[src/verilog/cal_params.svh]
// offsets, field positions, reset values and codes of the aux, reference and calibration registers
// Functional notes
// - level word bits 7:0 at 0x0B, reset zero
// - level 3ff full, 200 mid, 000 bottom
// - control bit 7 enables aux output, reset off
// - span bits 6:5: 2V, 1.5V, 1V, 0.5V
// - ceiling bits 4:2: 1.0 to 2.9 V
// - level word bits 9:8 in control 1:0
// - six-bit two's complement reference trim at 0x0D
// - q preload: zero fixed 32, one user
// - i preload: zero fixed 32, one user
// - bits 5/4 select q/i self-calibration
// - bit 3 gates calibration clock, reset off
// - divider 000=/256, 001=/128, 110=/4, 111=/2
// - status 0x0F bits 7/6 report done
// - coefficient state 00 uncal, 01 self, 10 user
// - 0x10 bits 5:0 hold memory address
// - 0x11 bits 5:0 hold memory data word
// - launch bit one starts selected self-calibration
// - store command writes data word at address
// - load command reads addressed word into data
// - q restore returns q coefficients to uncalibrated
`ifndef CAL_PARAMS_SVH
`define CAL_PARAMS_SVH

// register indices; byte address is four times the index
`define AUX_LEVEL_LOW_IDX   8'h0b
`define AUX_CONTROL_IDX     8'h0c
`define REF_TRIM_IDX        8'h0d
`define CAL_CONTROL_IDX     8'h0e
`define CAL_STATUS_IDX      8'h0f
`define MEM_POINTER_IDX     8'h10
`define MEM_WORD_IDX        8'h11
`define MEM_COMMAND_IDX     8'h12

// aux control fields
`define AUX_ON_BIT          7
`define AUX_SPAN_HI         6
`define AUX_SPAN_LO         5
`define AUX_CEIL_HI         4
`define AUX_CEIL_LO         2
`define AUX_LEVEL_HI_HI     1
`define AUX_LEVEL_HI_LO     0

// calibration control fields
`define Q_PRELOAD_BIT       7
`define I_PRELOAD_BIT       6
`define Q_SELECT_BIT        5
`define I_SELECT_BIT        4
`define CLOCK_GATE_BIT      3
`define DIVIDER_HI          2
`define DIVIDER_LO          0

// status fields
`define Q_DONE_BIT          7
`define I_DONE_BIT          6
`define Q_STATE_HI          3
`define Q_STATE_LO          2
`define I_STATE_HI          1
`define I_STATE_LO          0

// command register bits, write one to act
`define Q_DONE_CLR_BIT      7
`define I_DONE_CLR_BIT      6
`define LAUNCH_BIT          4
`define STORE_BIT           3
`define LOAD_BIT            2
`define Q_RESTORE_BIT       1
`define I_RESTORE_BIT       0

// reset values and codes
`define REG8_RESET          8'h00
`define WORD6_RESET         6'h00
`define DEFAULT_PRELOAD     6'h20
`define USER_PRELOAD_ADDR   6'h01
`define STATE_UNCAL         2'h0
`define STATE_SELF          2'h1
`define STATE_USER          2'h2
`define DIVIDE_BASE         9'h100
`define CAL_TICKS_DEFAULT   16'h0040

`endif

[src/verilog/cal_pkg.sv]
// types shared by the calibration register slice
package cal_pkg;
  // one-hot states of a channel calibration sequencer
  typedef enum logic [1:0] {
    CAL_IDLE = 2'b01,
    CAL_RUN  = 2'b10
  } cal_state_type;
endpackage

[src/verilog/aux_ref_cal_config_regs.sv]
// avalon register slice for aux level, reference trim and calibration control
`timescale 1ns/1ps
`include "cal_params.svh"
module aux_ref_cal_config_regs
  import cal_pkg::*;
#(
  parameter logic [15:0] CAL_TICKS  = `CAL_TICKS_DEFAULT,
  parameter int          MEM_DEPTH  = 64
) (
  input  wire logic        clk_sys_i,
  input  wire logic        reset_i,
  // avalon-mm slave
  input  wire logic [9:0]  address_i,
  input  wire logic        read_i,
  input  wire logic        write_i,
  input  wire logic [3:0]  byteenable_i,
  input  wire logic [31:0] writedata_i,
  output logic [31:0]      readdata_o,
  output logic             waitrequest_o,
  // analog controls
  output logic [9:0]       aux_i_level_o,
  output logic             aux_i_output_on_o,
  output logic [1:0]       aux_i_span_sel_o,
  output logic [2:0]       aux_i_ceiling_sel_o,
  output logic [5:0]       reference_trim_code_o,
  output logic             calib_clock_tick_o,
  output logic             q_calib_busy_o,
  output logic             i_calib_busy_o,
  output logic [5:0]       q_calib_ref_o,
  output logic [5:0]       i_calib_ref_o
);
  // bus state
  logic        ack_reg;
  logic [31:0] readdata_reg;

  // register storage
  logic [7:0]  aux_i_level_low_reg;
  logic [7:0]  aux_i_control_reg;
  logic [5:0]  reference_trim_reg;
  logic [7:0]  calibration_control_reg;
  logic [5:0]  coeff_mem_pointer_reg;
  logic [5:0]  coeff_mem_word_reg;
  logic [5:0]  coeff_mem_word_next;
  logic        q_calib_done_reg;
  logic        q_calib_done_next;
  logic        i_calib_done_reg;
  logic        i_calib_done_next;
  logic [1:0]  q_coeff_state_reg;
  logic [1:0]  q_coeff_state_next;
  logic [1:0]  i_coeff_state_reg;
  logic [1:0]  i_coeff_state_next;

  // static coefficient memory
  logic [5:0]  coeff_mem [MEM_DEPTH];

  // decode
  wire  [7:0]  reg_index;
  wire         request;
  wire         write_commit;
  wire         read_capture;
  wire         low_lane;
  wire         wr_level_low;
  wire         wr_aux_control;
  wire         wr_ref_trim;
  wire         wr_cal_control;
  wire         wr_mem_pointer;
  wire         wr_mem_word;
  wire         wr_command;
  wire  [7:0]  wr_byte;
  wire  [7:0]  calibration_status;
  logic [7:0]  read_mux;

  // command strobes
  wire         selfcal_launch;
  wire         coeff_store_cmd;
  wire         coeff_load_cmd;
  wire         q_coeff_restore;
  wire         i_coeff_restore;
  wire         q_done_clear;
  wire         i_done_clear;

  // calibration fields
  wire         q_preload_source;
  wire         i_preload_source;
  wire         q_selfcal_select;
  wire         i_selfcal_select;
  wire         calib_clock_gate;
  wire  [2:0]  calib_clock_divider;
  wire  [5:0]  user_preload;
  wire  [5:0]  q_preload;
  wire  [5:0]  i_preload;
  wire         q_start;
  wire         i_start;
  wire         q_finish;
  wire         i_finish;

  // byte address to register index; low two address bits ignored
  assign reg_index    = address_i[9:2];
  assign request      = read_i || write_i;
  assign write_commit = write_i && ack_reg;
  assign read_capture = read_i && !ack_reg;
  assign low_lane     = byteenable_i[0];
  assign wr_byte      = writedata_i[7:0];

  // one wait state on every access keeps read data registered
  assign waitrequest_o = request && !ack_reg;
  assign readdata_o    = readdata_reg;

  // per-register write strobes, only the low byte lane carries data
  assign wr_level_low   = write_commit && low_lane && (reg_index == `AUX_LEVEL_LOW_IDX);
  assign wr_aux_control = write_commit && low_lane && (reg_index == `AUX_CONTROL_IDX);
  assign wr_ref_trim    = write_commit && low_lane && (reg_index == `REF_TRIM_IDX);
  assign wr_cal_control = write_commit && low_lane && (reg_index == `CAL_CONTROL_IDX);
  assign wr_mem_pointer = write_commit && low_lane && (reg_index == `MEM_POINTER_IDX);
  assign wr_mem_word    = write_commit && low_lane && (reg_index == `MEM_WORD_IDX);
  assign wr_command     = write_commit && low_lane && (reg_index == `MEM_COMMAND_IDX);

  // command bits act only in the write cycle; writing zero does nothing
  assign selfcal_launch  = wr_command && wr_byte[`LAUNCH_BIT];
  assign coeff_store_cmd = wr_command && wr_byte[`STORE_BIT];
  assign coeff_load_cmd  = wr_command && wr_byte[`LOAD_BIT];
  assign q_coeff_restore = wr_command && wr_byte[`Q_RESTORE_BIT];
  assign i_coeff_restore = wr_command && wr_byte[`I_RESTORE_BIT];
  assign q_done_clear    = wr_command && wr_byte[`Q_DONE_CLR_BIT];
  assign i_done_clear    = wr_command && wr_byte[`I_DONE_CLR_BIT];

  // calibration control fields
  assign q_preload_source    = calibration_control_reg[`Q_PRELOAD_BIT];
  assign i_preload_source    = calibration_control_reg[`I_PRELOAD_BIT];
  assign q_selfcal_select    = calibration_control_reg[`Q_SELECT_BIT];
  assign i_selfcal_select    = calibration_control_reg[`I_SELECT_BIT];
  assign calib_clock_gate    = calibration_control_reg[`CLOCK_GATE_BIT];
  assign calib_clock_divider = calibration_control_reg[`DIVIDER_HI:`DIVIDER_LO];

  // preload: fixed reference or the user word held at memory location one
  assign user_preload = coeff_mem[`USER_PRELOAD_ADDR];
  assign q_preload    = q_preload_source ? user_preload : `DEFAULT_PRELOAD;
  assign i_preload    = i_preload_source ? user_preload : `DEFAULT_PRELOAD;
  assign q_start      = selfcal_launch && q_selfcal_select;
  assign i_start      = selfcal_launch && i_selfcal_select;

  // analog control outputs straight from the register fields
  assign aux_i_level_o = {aux_i_control_reg[`AUX_LEVEL_HI_HI:`AUX_LEVEL_HI_LO], aux_i_level_low_reg};
  assign aux_i_output_on_o     = aux_i_control_reg[`AUX_ON_BIT];
  assign aux_i_span_sel_o      = aux_i_control_reg[`AUX_SPAN_HI:`AUX_SPAN_LO];
  assign aux_i_ceiling_sel_o   = aux_i_control_reg[`AUX_CEIL_HI:`AUX_CEIL_LO];
  assign reference_trim_code_o = reference_trim_reg;

  // status packing; bits 5:4 read zero
  assign calibration_status = {q_calib_done_reg, i_calib_done_reg, 2'b00,
                               q_coeff_state_reg, i_coeff_state_reg};

  // read selection; command register and unmapped indices read zero
  always_comb begin
    read_mux = 8'h00;
    case (reg_index)
      `AUX_LEVEL_LOW_IDX: begin
        read_mux = aux_i_level_low_reg;
      end
      `AUX_CONTROL_IDX: begin
        read_mux = aux_i_control_reg;
      end
      `REF_TRIM_IDX: begin
        read_mux = {2'b00, reference_trim_reg};
      end
      `CAL_CONTROL_IDX: begin
        read_mux = calibration_control_reg;
      end
      `CAL_STATUS_IDX: begin
        read_mux = calibration_status;
      end
      `MEM_POINTER_IDX: begin
        read_mux = {2'b00, coeff_mem_pointer_reg};
      end
      `MEM_WORD_IDX: begin
        read_mux = {2'b00, coeff_mem_word_reg};
      end
      default: begin
        read_mux = 8'h00;
      end
    endcase
  end

  // bus handshake and read capture
  always_ff @(posedge clk_sys_i) begin
    if (reset_i) begin
      ack_reg      <= 1'b0;
      readdata_reg <= 32'h0000_0000;
    end else begin
      ack_reg <= request && !ack_reg;
      if (read_capture) begin
        readdata_reg <= {24'h00_0000, read_mux};
      end
    end
  end

  // plain configuration registers
  always_ff @(posedge clk_sys_i) begin
    if (reset_i) begin
      aux_i_level_low_reg     <= `REG8_RESET;
      aux_i_control_reg       <= `REG8_RESET;
      reference_trim_reg      <= `WORD6_RESET;
      calibration_control_reg <= `REG8_RESET;
      coeff_mem_pointer_reg   <= `WORD6_RESET;
    end else begin
      if (wr_level_low) begin
        aux_i_level_low_reg <= wr_byte;
      end
      if (wr_aux_control) begin
        aux_i_control_reg <= wr_byte;
      end
      if (wr_ref_trim) begin
        reference_trim_reg <= wr_byte[5:0];
      end
      if (wr_cal_control) begin
        calibration_control_reg <= wr_byte;
      end
      if (wr_mem_pointer) begin
        coeff_mem_pointer_reg <= wr_byte[5:0];
      end
    end
  end

  // data word: a load command overrides a plain write in the same cycle
  always_comb begin
    coeff_mem_word_next = coeff_mem_word_reg;
    if (coeff_load_cmd) begin
      coeff_mem_word_next = coeff_mem[coeff_mem_pointer_reg];
    end else if (wr_mem_word) begin
      coeff_mem_word_next = wr_byte[5:0];
    end
  end

  always_ff @(posedge clk_sys_i) begin
    if (reset_i) begin
      coeff_mem_word_reg <= `WORD6_RESET;
    end else begin
      coeff_mem_word_reg <= coeff_mem_word_next;
    end
  end

  // coefficient memory, one generate entry per word so each clears at reset
  genvar entry;
  generate
    for (entry = 0; entry < MEM_DEPTH; entry++) begin : g_coeff
      always_ff @(posedge clk_sys_i) begin
        if (reset_i) begin
          coeff_mem[entry] <= `WORD6_RESET;
        end else if (coeff_store_cmd && (coeff_mem_pointer_reg == 6'(entry))) begin
          coeff_mem[entry] <= coeff_mem_word_reg;
        end
      end
    end
  endgenerate

  // done flags: launch or clear drops a flag, a finish in the same cycle wins
  always_comb begin
    q_calib_done_next = q_calib_done_reg;
    i_calib_done_next = i_calib_done_reg;
    if (q_start || q_done_clear) begin
      q_calib_done_next = 1'b0;
    end
    if (i_start || i_done_clear) begin
      i_calib_done_next = 1'b0;
    end
    if (q_finish) begin
      q_calib_done_next = 1'b1;
    end
    if (i_finish) begin
      i_calib_done_next = 1'b1;
    end
  end

  // coefficient state: store marks selected channels user, finish marks self
  always_comb begin
    q_coeff_state_next = q_coeff_state_reg;
    i_coeff_state_next = i_coeff_state_reg;
    if (q_coeff_restore) begin
      q_coeff_state_next = `STATE_UNCAL;
    end
    if (i_coeff_restore) begin
      i_coeff_state_next = `STATE_UNCAL;
    end
    if (coeff_store_cmd && q_selfcal_select) begin
      q_coeff_state_next = `STATE_USER;
    end
    if (coeff_store_cmd && i_selfcal_select) begin
      i_coeff_state_next = `STATE_USER;
    end
    if (q_finish) begin
      q_coeff_state_next = `STATE_SELF;
    end
    if (i_finish) begin
      i_coeff_state_next = `STATE_SELF;
    end
  end

  always_ff @(posedge clk_sys_i) begin
    if (reset_i) begin
      q_calib_done_reg  <= 1'b0;
      i_calib_done_reg  <= 1'b0;
      q_coeff_state_reg <= `STATE_UNCAL;
      i_coeff_state_reg <= `STATE_UNCAL;
    end else begin
      q_calib_done_reg  <= q_calib_done_next;
      i_calib_done_reg  <= i_calib_done_next;
      q_coeff_state_reg <= q_coeff_state_next;
      i_coeff_state_reg <= i_coeff_state_next;
    end
  end

  // calibration clock; with the gate off a running calibration simply stalls
  calib_clock_divider_gen u_divider (
    .clk_sys_i (clk_sys_i),
    .reset_i   (reset_i),
    .gate_i    (calib_clock_gate),
    .code_i    (calib_clock_divider),
    .tick_o    (calib_clock_tick_o)
  );

  // quadrature channel sequencer
  calib_channel_seq #(
    .CAL_TICKS (CAL_TICKS)
  ) u_q_seq (
    .clk_sys_i (clk_sys_i),
    .reset_i   (reset_i),
    .start_i   (q_start),
    .abort_i   (q_coeff_restore),
    .tick_i    (calib_clock_tick_o),
    .preload_i (q_preload),
    .busy_o    (q_calib_busy_o),
    .finish_o  (q_finish),
    .ref_o     (q_calib_ref_o)
  );

  // in-phase channel sequencer
  calib_channel_seq #(
    .CAL_TICKS (CAL_TICKS)
  ) u_i_seq (
    .clk_sys_i (clk_sys_i),
    .reset_i   (reset_i),
    .start_i   (i_start),
    .abort_i   (i_coeff_restore),
    .tick_i    (calib_clock_tick_o),
    .preload_i (i_preload),
    .busy_o    (i_calib_busy_o),
    .finish_o  (i_finish),
    .ref_o     (i_calib_ref_o)
  );
endmodule

[src/verilog/calib_clock_divider_gen.sv]
// calibration clock enable: power-of-two divider of the system clock
`timescale 1ns/1ps
`include "cal_params.svh"
module calib_clock_divider_gen (
  input  wire logic       clk_sys_i,
  input  wire logic       reset_i,
  input  wire logic       gate_i,
  input  wire logic [2:0] code_i,
  output logic            tick_o
);
  logic [7:0] count_reg;
  logic [7:0] count_next;
  logic [8:0] ratio;
  wire  [7:0] last_count;
  wire        wrap;

  // ratio is 256 shifted down by the code, so 000 gives 256 and 111 gives 2
  assign ratio      = `DIVIDE_BASE >> code_i;
  assign last_count = 8'(ratio - 9'h001);
  assign wrap       = gate_i && (count_reg == last_count);
  assign count_next = (!gate_i || wrap) ? 8'h00 : 8'(count_reg + 8'h01);

  // counter held at zero while gated off so each enable starts a full period
  always_ff @(posedge clk_sys_i) begin
    if (reset_i) begin
      count_reg <= 8'h00;
      tick_o    <= 1'b0;
    end else begin
      count_reg <= count_next;
      tick_o    <= wrap;
    end
  end
endmodule

[src/verilog/calib_channel_seq.sv]
// per-channel self-calibration sequencer counting calibration clock ticks
`timescale 1ns/1ps
`include "cal_params.svh"
module calib_channel_seq
  import cal_pkg::*;
#(
  parameter logic [15:0] CAL_TICKS = `CAL_TICKS_DEFAULT
) (
  input  wire logic       clk_sys_i,
  input  wire logic       reset_i,
  input  wire logic       start_i,
  input  wire logic       abort_i,
  input  wire logic       tick_i,
  input  wire logic [5:0] preload_i,
  output logic            busy_o,
  output logic            finish_o,
  output logic [5:0]      ref_o
);
  cal_state_type state_reg;
  cal_state_type state_next;
  logic [15:0]   ticks_reg;
  logic [15:0]   ticks_next;
  wire           last_tick;

  assign last_tick = tick_i && (ticks_reg == 16'(CAL_TICKS - 16'h0001));

  // sequencing: runs only while the gated calibration clock ticks
  always_comb begin
    state_next = state_reg;
    ticks_next = ticks_reg;
    case (state_reg)
      CAL_IDLE: begin
        if (start_i) begin
          state_next = CAL_RUN;
          ticks_next = 16'h0000;
        end
      end
      CAL_RUN: begin
        if (abort_i || last_tick) begin
          state_next = CAL_IDLE;
        end else if (tick_i) begin
          ticks_next = 16'(ticks_reg + 16'h0001);
        end
      end
      default: begin
        state_next = CAL_IDLE;
      end
    endcase
  end

  always_ff @(posedge clk_sys_i) begin
    if (reset_i) begin
      state_reg <= CAL_IDLE;
      ticks_reg <= 16'h0000;
      finish_o  <= 1'b0;
      ref_o     <= `DEFAULT_PRELOAD;
    end else begin
      state_reg <= state_next;
      ticks_reg <= ticks_next;
      finish_o  <= (state_reg == CAL_RUN) && last_tick && !abort_i;
      if (state_reg == CAL_IDLE && start_i) begin
        ref_o <= preload_i;
      end
    end
  end

  assign busy_o = (state_reg == CAL_RUN);
endmodule

[config.mk]
export PLATFORM = sky130hd
export DESIGN_NAME = aux_ref_cal_config_regs
export DESIGN_NICKNAME = d
export VERILOG_FILES = /design/src/verilog/cal_pkg.sv /design/src/verilog/aux_ref_cal_config_regs.sv /design/src/verilog/calib_clock_divider_gen.sv /design/src/verilog/calib_channel_seq.sv
export VERILOG_INCLUDE_DIRS = /design/src /design/src/verilog
export SDC_FILE = /design/constraint.sdc
export NUM_CORES = 1
export LEC_CHECK = 0
export ABC_AREA = 0
export ABC_CLOCK_PERIOD_IN_PS = 6550
export BUFFER_PORTS_ARGS = -buffer_cell sky130_fd_sc_hd__buf_2
export CAP_MARGIN = 10
export CELL_PAD_IN_SITES_DETAIL_PLACEMENT = 0
export CELL_PAD_IN_SITES_GLOBAL_PLACEMENT = 1
export CORE_MARGIN = 4
export CORE_UTILIZATION = 45
export CTS_CLUSTER_SIZE = 14
export DETAILED_ROUTE_END_ITERATION = 8
export PLACE_DENSITY_LB_ADDON = 0.1
export SYNTH_ARGS = -nofsm -noshare
export SYNTH_HDL_FRONTEND = slang
export SYNTH_SLANG_ARGS = --single-unit
export TNS_END_PERCENT = 1
[constraint.sdc]
create_clock -name clk_sys_i -period 6.55 [get_ports clk_sys_i]
set_clock_uncertainty 0.15 [all_clocks]
set_input_delay 0.3275 -clock clk_sys_i [delete_from_list [all_inputs] [get_ports clk_sys_i]]
set_output_delay 0.3275 -clock clk_sys_i [all_outputs]
set_load 0.01 [all_outputs]
==> summary.md, run 1 <==
| Metric | Value |
|---|---|
| Max Root-Sink Buffers | 3 |
| WS Path Type | flop to flop |
| Top Ports | 120 |
| Hold WC Path Type | primary input to flop |
| Antenna violations before repair | 0 |
| Cell variety after synth | 71 |
| Worst Tran Pin Value | 1111 ps |
| Mapped Cells | around 2000 |
| Total internal power | 5.297 mW |
| Worst-path fanout max | 40 |
| Most frequent cells in the layout | and3_1 (396), edfxtp_1 (384), nand2_1 (212) |
| Ordered list of cells on the worst path | buf_4 -> mux2_2 -> o311ai_0 -> o21ai_0 -> o311ai_0 -> a31oi_1 |
| Number of synthesized flops with an enable pin | 384 |
| Worst Reg2Reg Path Length in Cells | 6 |
| Die ar. | around 0.057 mm2 |
| First-pass GRT wire length | 99.63 mm |
| Most used DFF post-synth | edfxtp_1 |
| Top-area cell type share of the netlist area | between 40% and 50% |
| Hold Crit Depth | 2 |
| Worst-Skew Late Latency | just over 600 ps |
| Timing-limited maximum frequency | 283.5 MHz |
| RSZ-0062 raised after global routing | no |
| Synth area leader | edfxtp_1 |
| Fin Setup TNS | 0 ps |
| Final core utilization | 50.17% |
| Pwr dens | 254.9 mW/mm2 |
| Switch share | about 21% |
| Max reg flops | 384 |
| Port bufs | 66 |
| Die X | roughly 240 um |
| Final setup viols | 0 |
| DRC viols | 0 |
| Starting Density | between 40% and 50% |
| CTS buffer count | 56 |
| Routed via count | approximately 16000 |
| Final Cell Area | 0.02647 mm2 |
| Die Ht | approximately 240 um |
| Via density | about 6.0 |
| GRT Residual Overflow | 0 |
| CTS tree | built |
| Status | completed |
| Worst VDD drop | 0.1924 mV |
| Logic pwr share | 2.8% |
| Routed len/inst | 24.33 um |
| Most used cell, CP | o311ai_0 |
| Clock transition at path regs | 60 ps |
| Crit path to | coeff_mem_word_reg[2] |
| Final period utilization | 53.85% |
| Max-cap viol count | 0 |
| Non-Filler Instances | 2699 |
| Synth Warn # | 0 |
| Commonest non-fill, non-tap cell in the layout | and3_1 |
| Max stage delay on crit path | a little under 900 ps |
| Pleak | 10.50 nW |
| Worst endpoint required time | just under 7000 ps |
| Worst setup slack after placement | 2925 ps |
| Largest net degree at the start of global routing | 97 |
| H-tree depth | 2 |
| Ranking of synthesized cells by area | edfxtp_1 (48%), and3_1 (10%), dfxtp_1 (10%), mux4_2 (8.5%), nand2_1 (3.3%) |
| Yosys reg bits | 506 |
| GRT Total Usage | 22.66% |
| CP Buf/Inv Count | 1 |
| Fraction of layout cells with a size suffix above 1 | 16.02% |
| RD Place Congestion | 0.8498 |
| Sequential share of power | between 50% and 60% |
| Number of cell rows | 84 |
| Iter 0 DRT Violations | 1408 |
| Vias in the first global route | 15725 |
| Dpl cell area | 0.02465 mm2 |
| Slew Limit Headroom | 23.99% |
| R2R setup slack | 3020 ps |
| Clock share of power | 44.2% |
| Worst EP arrival | around 3800 ps |
| Power Total | 6.746 mW |
| Total wire length | 65.65 mm |
| Placed cells | about 2600 |
| Crit path launch type | flop |
| R2r endpoint | coeff_mem_word_reg[2] |
| Post-synthesis sequential area ratio | 58.15% |
| Post-DP HPWL | ~40 mm |
| Final nets | around 2000 |
| Cell area after synthesis | 0.02403 mm2 |
| Avg Inst Size Synth | 12.03 um2 |
| Final Critical Period | around 3500 ps |
| Clock Sinks | between 500 and 600 |
| Clock root cell | clkbuf_16 |
| Critical path's top delay family | compound AO/OA/AOI/OAI gates |
| Post-route ant nets | 0 |
| Switching component of the power | 1.449 mW |
| Slowest library cell on the worst path | dfxtp_4 |
| Layout area overhead | 10.14% |
| Critical Path End Type | flop |
| Final worst slack | 3023 ps |
| Hold WS | 70.65 ps |
| DRT Pass-1 Iters | 5 |
| Critical path depth | 6 |
| Async SR Flop Fraction | 0% |
| Core footprint | ~0.053 mm2 |
| Fin. Hold Viols | 0 |
| Fin. max-slew vios | 0 |
==> worst register-to-register path, cell delays in order, from the launching register on <==
cell and delay, ps:
dfxtp_4 880, buf_4 390, mux2_2 360, o311ai_0 660, o21ai_0 200, o311ai_0 680, a31oi_1 70
==> Yosys cell counts (8+ instances only) <==
cell type,count
xor2_1,21
nor3_1,16
nor2b_1,15
o211ai_1,13
a31oi_1,8
buf_2,27
nand2_1,212
nor2_1,92
buf_4,25
nand3_1,56
nor4_1,10
o22ai_1,8
nand2b_1,11
or4_1,9
mux2i_1,60
o21ai_0,21
a211oi_1,9
buf_1,12
and3_1,396
a22oi_1,20
edfxtp_1,384
dfxtp_1,122
or3_1,12
mux2_2,8
clkbuf_1,164
inv_1,15
mux4_2,91
a21oi_1,52
==> power by group through the flow <==
stage	clock network [mW]	logic [mW]	registers (mW)
after floorplan	0	0.133	3.63
after global placement	0	0.183	3.64
after detailed placement	0	0.185	3.65
after CTS	3.04	0.189	3.58
after global routing	3.17	0.203	3.59
final	2.98	0.189	3.58
==> cell type report <==
cell class / count / area (um2)
repair buffers: 118 / 745.7
well taps: 688 / 860.8
clock inverters: 22 / 133.9
fillers: 4640 / 26290
inverters: 15 / 56.30
clock buffers: 79 / 1570
multi-input cells: 1270 / 9105
diodes: 1 / 2.502
flip-flops and latches: 506 / 13990
==> worst min-delay path by stage <==
stage / start / to
6_report: reset_i / aux_i_control_reg[6]
5_1_grt: reset_i / calibration_control_reg[7]
4_1_cts: reset_i / reference_trim_code_o[1]
3_5_place_dp: u_i_seq.finish_o / i_coeff_state_reg[1]
3_3_place_gp: u_q_seq.finish_o / q_coeff_state_reg[1]
2_1_floorplan: u_i_seq.finish_o / i_coeff_state_reg[1]
==> kinds of logic (layout without fill, tap and decap cells) <==
| family | after synthesis | count (layout) | share of synthesized area (%) |
|---|---|---|---|
| multiplexers | 159 | 159 | 11.40 |
| AND/OR/NAND/NOR | 873 | 873 | 19.70 |
| flip-flops | 506 | 506 | 58.15 |
| XOR/XNOR | 25 | 25 | 0.9112 |
| adder cells (fa/ha/maj) | 4 | 4 | 0.2083 |
| buffers and inverters | 245 | 234 | 4.394 |
| AO/OA/AOI/OAI | 185 | 185 | 5.217 |
| other | 1 | 25 | 0.01561 |
==> per-layer routing <==
layer	up-vias	part of all wire, %	GRT usage (%)
li1	7406	-	-
met1	8177	45	32.55
met2	490	47	36.20
met3	102	5.7	2.884
met4	0	2.9	7.318
met5	-	0	0
==> timing repair <==
action	CTS	global route
hold buffers	10	0
buffers inserted	0	0
resized for setup	0	0
endpoints found under the hold margin	30	0
Note: power is estimated with default switching activity, not from simulation.
==> run 2: changes to the inputs <==
ABC_CLOCK_PERIOD_IN_PS = 3150   (was 6550)
clock period = 3.15 ns   (was 6.55 ns; I/O delays follow)
==> summary.md, run 2 (synthesis results as in run 1) <==
| Metric | Value |
|---|---|
| Max reg flops | 384 (unchanged) |
| First-pass GRT wire length | 101.9 mm (+2.2%) |
| Iter 0 DRT Violations | 1504 (+6.8%) |
| Hold path start | address_i[3] |
| R2R setup slack | 210 ps (-2820 ps) |
| Timing-limited maximum frequency | 339.9 MHz (+20%) |
| Worst-Skew Late Latency | 610 ps (about the same) |
| Core footprint | 0.05276 mm2 (unchanged) |
| WS Path Type | flop to flop |
| Hold WC Path Type | primary input to flop |
| Hold EP | readdata_o[7] |
| Pleak | 10.87 nW (+3.6%) |
| H-tree depth | 2 (unchanged) |
| Commonest non-fill, non-tap cell in the layout | and3_1 |
| Worst-path fanout max | 41 (+2.5%) |
| Die X | 239.1 um (unchanged) |
| Fin Setup TNS | 0 ps (unchanged) |
| Clock root cell | clkbuf_16 |
| Fin. Hold Viols | 0 (unchanged) |
| Hold Crit Depth | 5 (+3) |
| Ant. Diodes | 0 (-1) |
| Most frequent cells in the layout | and3_1 (396), edfxtp_1 (384), nand2_1 (212) |
| Clock transition at path regs | 60 ps (about the same) |
| Worst Reg2Reg Path Length in Cells | 6 (unchanged) |
| Pwr dens | 509.0 mW/mm2 (+100%) |
| Vias in the first global route | 15786 (+0.39%) |
| Layout area overhead | 12.73% |
| Final setup viols | 0 (unchanged) |
| Resized Gates After CTS | 0 (unchanged) |
| Hold WS | 77.24 ps (+6.593 ps) |
| Worst VDD drop | 0.4932 mV (+160%) |
| Largest net degree at the start of global routing | 97 (unchanged) |
| CTS buffer count | 54 (-3.6%) |
| RD Place Congestion | 0.8589 (+1.1%) |
| Via density | 5.940 (-0.88%) |
| Die ar. | 0.05716 mm2 (unchanged) |
| Routed len/inst | 24.59 um (+1.1%) |
| Final nets | 2077 (+2.8%) |
| Fin. max-slew vios | 0 (unchanged) |
| RSZ-0062 raised after global routing | no |
| Final Critical Period | 2942 ps (-584.9 ps) |
| Fraction of layout cells with a size suffix above 1 | 17.88% (+1.9 points) |
| GRT Total Usage | 23.48% (+0.82 points) |
| Antenna violations before repair | 0 (unchanged) |
| Worst Tran Pin Value | 861.5 ps (-249.9 ps) |
| Critical Path End Type | flop |
| CTS tree | built |
| Worst endpoint required time | 3480 ps (-3380 ps) |
| Worst EP arrival | 3270 ps (-570 ps) |
| R2r endpoint | coeff_mem_word_reg[2] |
| Number of cell rows | 84 (unchanged) |
| Max Root-Sink Buffers | 3 (unchanged) |
| Clock Sinks | 506 (unchanged) |
| DRT Pass-1 Iters | 5 (unchanged) |
| Crit path launch type | flop |
| Final period utilization | 93.40% (+40 points) |
| Die Ht | 239.1 um (unchanged) |
| GRT Residual Overflow | 0 (unchanged) |
| Total wire length | 67.80 mm (+3.3%) |
| Post-DP HPWL | 43.51 mm (+7.4%) |
| Slew Limit Headroom | 42.57% (+19 points) |
| Port bufs | 66 (unchanged) |
| Status | completed |
| Starting Density | 45.55% (unchanged) |
| Top Ports | 120 (unchanged) |
| DRC viols | 0 (unchanged) |
| Routed via count | 16377 (+1.2%) |
| Max-cap viol count | 0 (unchanged) |
| Post-route ant nets | 0 (unchanged) |
## run 2: cell count changes in the layout (fill, tap and decap cells not counted), sizes merged
cell         before  now
clkinvlp          1    2
clkinv           18   27
buf             108  159
inv              17   15
diode             1    0
dlygate4sd3      10   17
clkbuf           79   72
## run 2: worst max path at each step
stage	endpoint	slack, ps	cells after the start
after floorplan	u_divider.count_reg[2]	440	10
after global placement	coeff_mem_word_reg[2]	130	6
after detailed placement	coeff_mem_word_reg[2]	120	6
after CTS	coeff_mem_word_reg[2]	130	6
after global routing	coeff_mem_word_reg[2]	20	6
final	coeff_mem_word_reg[2]	210	6
## run 2: per-stage QoR
stage / area [um2] / setup slack (ps) / std cells / util (%) / power, mW
3_3_place_gp: 25260 / 129.3 / 2637 / 47.88 / 7.932
2_1_floorplan: 24120 / 442.4 / 2021 / - / 7.795
6_report: 27090 / 207.8 / 2757 / 51.34 / 13.79
5_1_grt: 27090 / 17.12 / 2757 / 51.34 / 14.25
4_1_cts: 27070 / 127.0 / 2756 / 51.30 / 13.91
3_5_place_dp: 25260 / 122.4 / 2637 / 47.88 / 7.944
## run 2: area by class of cell
cell class	instances	area [um2]
clock buffers	72	1450
clock inverters	30	188.9
fillers	4644	25670
inverters	15	56.30
multi-input cells	1270	9102
flip-flops and latches	506	13990
well taps	688	860.8
repair buffers	176	1436
## run 2: where the power goes
group	leakage, nW	switching, mW	internal (mW)
clock	0.804	2.66	3.32
sequential	4.82	0.0647	7.35
combinational	5.25	0.279	0.115
total	10.9	3.00	10.8
## run 2: worst max-delay path, cell delays in order (launching register included)
cell,delay (ps)
dfxtp_4,800
buf_4,340
mux4_2,370
o2111ai_1,350
o21ai_0,160
o311ai_0,540
a31oi_1,70
## run 2: repair_timing
item | CTS | global route
hold endpoints to repair | 70 | 0
endpoints found under the setup margin | 0 | 1
hold buffers | 17 | 0
setup buffers | 0 | 1
## run 2: per-layer routing
| metal | up-vias | global-route usage [%] | routed length (um) |
|---|---|---|---|
| li1 | 7498 | - | - |
| met3 | 99 | 3.138 | 4252 |
| met4 | 0 | 6.684 | 1819 |
| met1 | 8216 | 34.08 | 29960 |
| met2 | 564 | 37.45 | 31760 |
| met5 | - | 0 | 0 |
==> run 3: changes to the inputs <==
CORE_UTILIZATION = 46   (was 45)
==> summary.md, run 3 (synthesis results as in run 1) <==
| Metric | Value |
|---|---|
| Status | completed |
| Critical path's top delay family | simple AND/OR/NAND/NOR gates |
| GRT Total Usage | 23.64% (+0.15 points) |
| Clock Sinks | 506 (unchanged) |
| CTS tree | built |
| Worst endpoint required time | 3250 ps (-230 ps) |
| Total internal power | 11.13 mW (+3.2%) |
| Via density | 5.955 (+0.25%) |
| Fin. Hold Viols | 0 (unchanged) |
| Final nets | 2080 (+0.14%) |
| Max reg flops | 384 (unchanged) |
| Core footprint | 0.05151 mm2 (-2.4%) |
| Hold WS | 77.98 ps (+0.7354 ps) |
| RSZ-0062 raised after global routing | no |
| Final setup viols | 0 (unchanged) |
| Routed via count | 16371 (-0.037%) |
| Worst VDD drop | 0.4712 mV (-4.5%) |
| Setup Fix Bufs, Post-CTS | 0 (unchanged) |
| Worst Tran Pin Value | 849.5 ps (-12.04 ps) |
| Clock root cell | clkbuf_16 |
| Max Root-Sink Buffers | 3 (unchanged) |
| Vias in the first global route | 16145 (+2.3%) |
| Commonest non-fill, non-tap cell in the layout | and3_1 |
| Hold WC Path Type | primary input to flop |
| WS Path Type | primary input to flop |
| Top Ports | 120 (unchanged) |
| Most used cell, CP | nand2_1 |
| Layout area overhead | 12.96% |
| Ordered list of cells on the worst path | dlygate4sd3_1 -> buf_2 -> or3b_1 -> nor4_4 -> nand3b_1 -> nor2_1 -> buf_12 -> nand2_1 -> nand2_1 |
| Fraction of layout cells with a size suffix above 1 | 18.17% (+0.29 points) |
| Die ar. | 0.05596 mm2 (-2.1%) |
| Fin Setup TNS | 0 ps (unchanged) |
| Timing-limited maximum frequency | 335.3 MHz (-1.4%) |
| Largest net degree at the start of global routing | 97 (unchanged) |
| Clock share of power | 44.5% (+1.2 points) |
| Worst-Skew Late Latency | 600 ps (about the same) |
| Port bufs | 66 (unchanged) |
| Placed cells | 2635 (-0.076%) |
| Hold Buf Count CTS | 14 (-3) |
| Worst-path fanout max | 28 (-32%) |
| DRC viols | 0 (unchanged) |
| Antenna violations before repair | 1 (+1) |
| Critical Path End Type | flop |
| Slew Limit Headroom | 43.37% (+0.80 points) |
| GRT Residual Overflow | 0 (unchanged) |
| Non-Filler Instances | 2749 (-0.29%) |
| Pwr dens | 518.8 mW/mm2 (+1.9%) |
| Starting Density | 46.65% (+1.1 points) |
| Dpl cell area | 0.02527 mm2 (about the same) |
| Worst EP arrival | 3080 ps (-190 ps) |
| Switching component of the power | 2.957 mW (-1.6%) |
| Fin. max-slew vios | 0 (unchanged) |
| Sequential share of power | 52.7% (-1.1 points) |
| Most frequent cells in the layout | and3_1 (396), edfxtp_1 (384), nand2_1 (212) |
| Pleak | 10.94 nW (+0.63%) |
| Resized Gates After CTS | 0 (unchanged) |
| Crit path launch type | primary input |
| Die Ht | 236.6 um (-1.1%) |
| Post-route ant nets | 0 (unchanged) |
| Slowest library cell on the worst path | nor4_4 |
| Logic pwr share | 2.8% (about the same) |
| Ant. Diodes | 0 (unchanged) |
| Number of cell rows | 83 (-1.2%) |
| Max-cap viol count | 0 (unchanged) |
| Clock transition at path regs | 60 ps (about the same) |
| Final Critical Period | 2982 ps (+40.29 ps) |
| First-pass GRT wire length | 102.2 mm (+0.36%) |
| Max stage delay on crit path | 620 ps (-180 ps) |
| H-tree depth | 2 (unchanged) |
| Final Cell Area | 0.02715 mm2 (+0.21%) |
| Die X | 236.6 um (-1.1%) |
| Iter 0 DRT Violations | 1675 (+11%) |
| Fillers | 4462 (-3.9%) |
| Final period utilization | 94.68% (+1.3 points) |
| Post-DP HPWL | 43.69 mm (+0.40%) |
| CTS buffer count | 55 (+1.9%) |
| Switch share | 21.00% (-0.79 points) |
| CP Buf/Inv Count | 3 (+2) |
| RD Place Congestion | 0.8677 (+1.0%) |
| Total wire length | 67.37 mm (-0.63%) |
| DRT Pass-1 Iters | 5 (unchanged) |
| Routed len/inst | 24.51 um (-0.34%) |
## run 3: path summary, 6_finish.rpt
path,startpoint,endpoint,slack (ps),cells after the start
worst max-delay path,address_i[4],coeff_mem[13][4],170,9
worst min-delay path,address_i[3],readdata_o[7],80,5
worst max register to register,ack_reg,coeff_mem[13][4],270,7
worst min register to register,u_q_seq.finish_o,q_coeff_state_reg[1],270,1
## run 3: power by group through the flow
| stage | combinational, mW | sequential [mW] | clock, mW |
|---|---|---|---|
| 2_1_floorplan | 0.271 | 7.52 | 0 |
| 3_3_place_gp | 0.375 | 7.55 | 0 |
| 3_5_place_dp | 0.380 | 7.56 | 0 |
| 4_1_cts | 0.393 | 7.42 | 6.40 |
| 5_1_grt | 0.420 | 7.44 | 6.66 |
| 6_report | 0.392 | 7.42 | 6.27 |
## run 3: layout make-up
class | count | area (um2) | share of cell area [%]
clock inverters | 18 | 131.4 | 0.4840
well taps | 680 | 850.8 | 3.134
flip-flops and latches | 506 | 13990 | 51.55
repair buffers | 178 | 1406 | 5.181
inverters | 15 | 56.30 | 0.2074
multi-input cells | 1270 | 9102 | 33.53
clock buffers | 82 | 1605 | 5.914
## run 3: layer usage
layer  global-route usage, %  wire length (um)
met1                   33.76             29430
met2                   36.99             31000
met3                   3.238              4314
met4                   9.236              2624
met5                       0                 0
## run 3: per-stage QoR
stage	utilization (%)	worst slack, ps	power [mW]
after global placement	49.06	136.1	7.930
after CTS	52.70	221.9	14.22
after floorplan	-	442.4	7.795
after global routing	52.70	21.73	14.52
after detailed placement	49.06	142.1	7.942
final	52.70	167.5	14.08
## run 3: worst min-delay path, delay by kind of cell
| family | cells | cell delay (ps) |
|---|---|---|
| AOI/OAI and AO/OA | 2 | 240 |
| buffers and inverters | 1 | 200 |
| and+or+nand+nor | 2 | 160 |
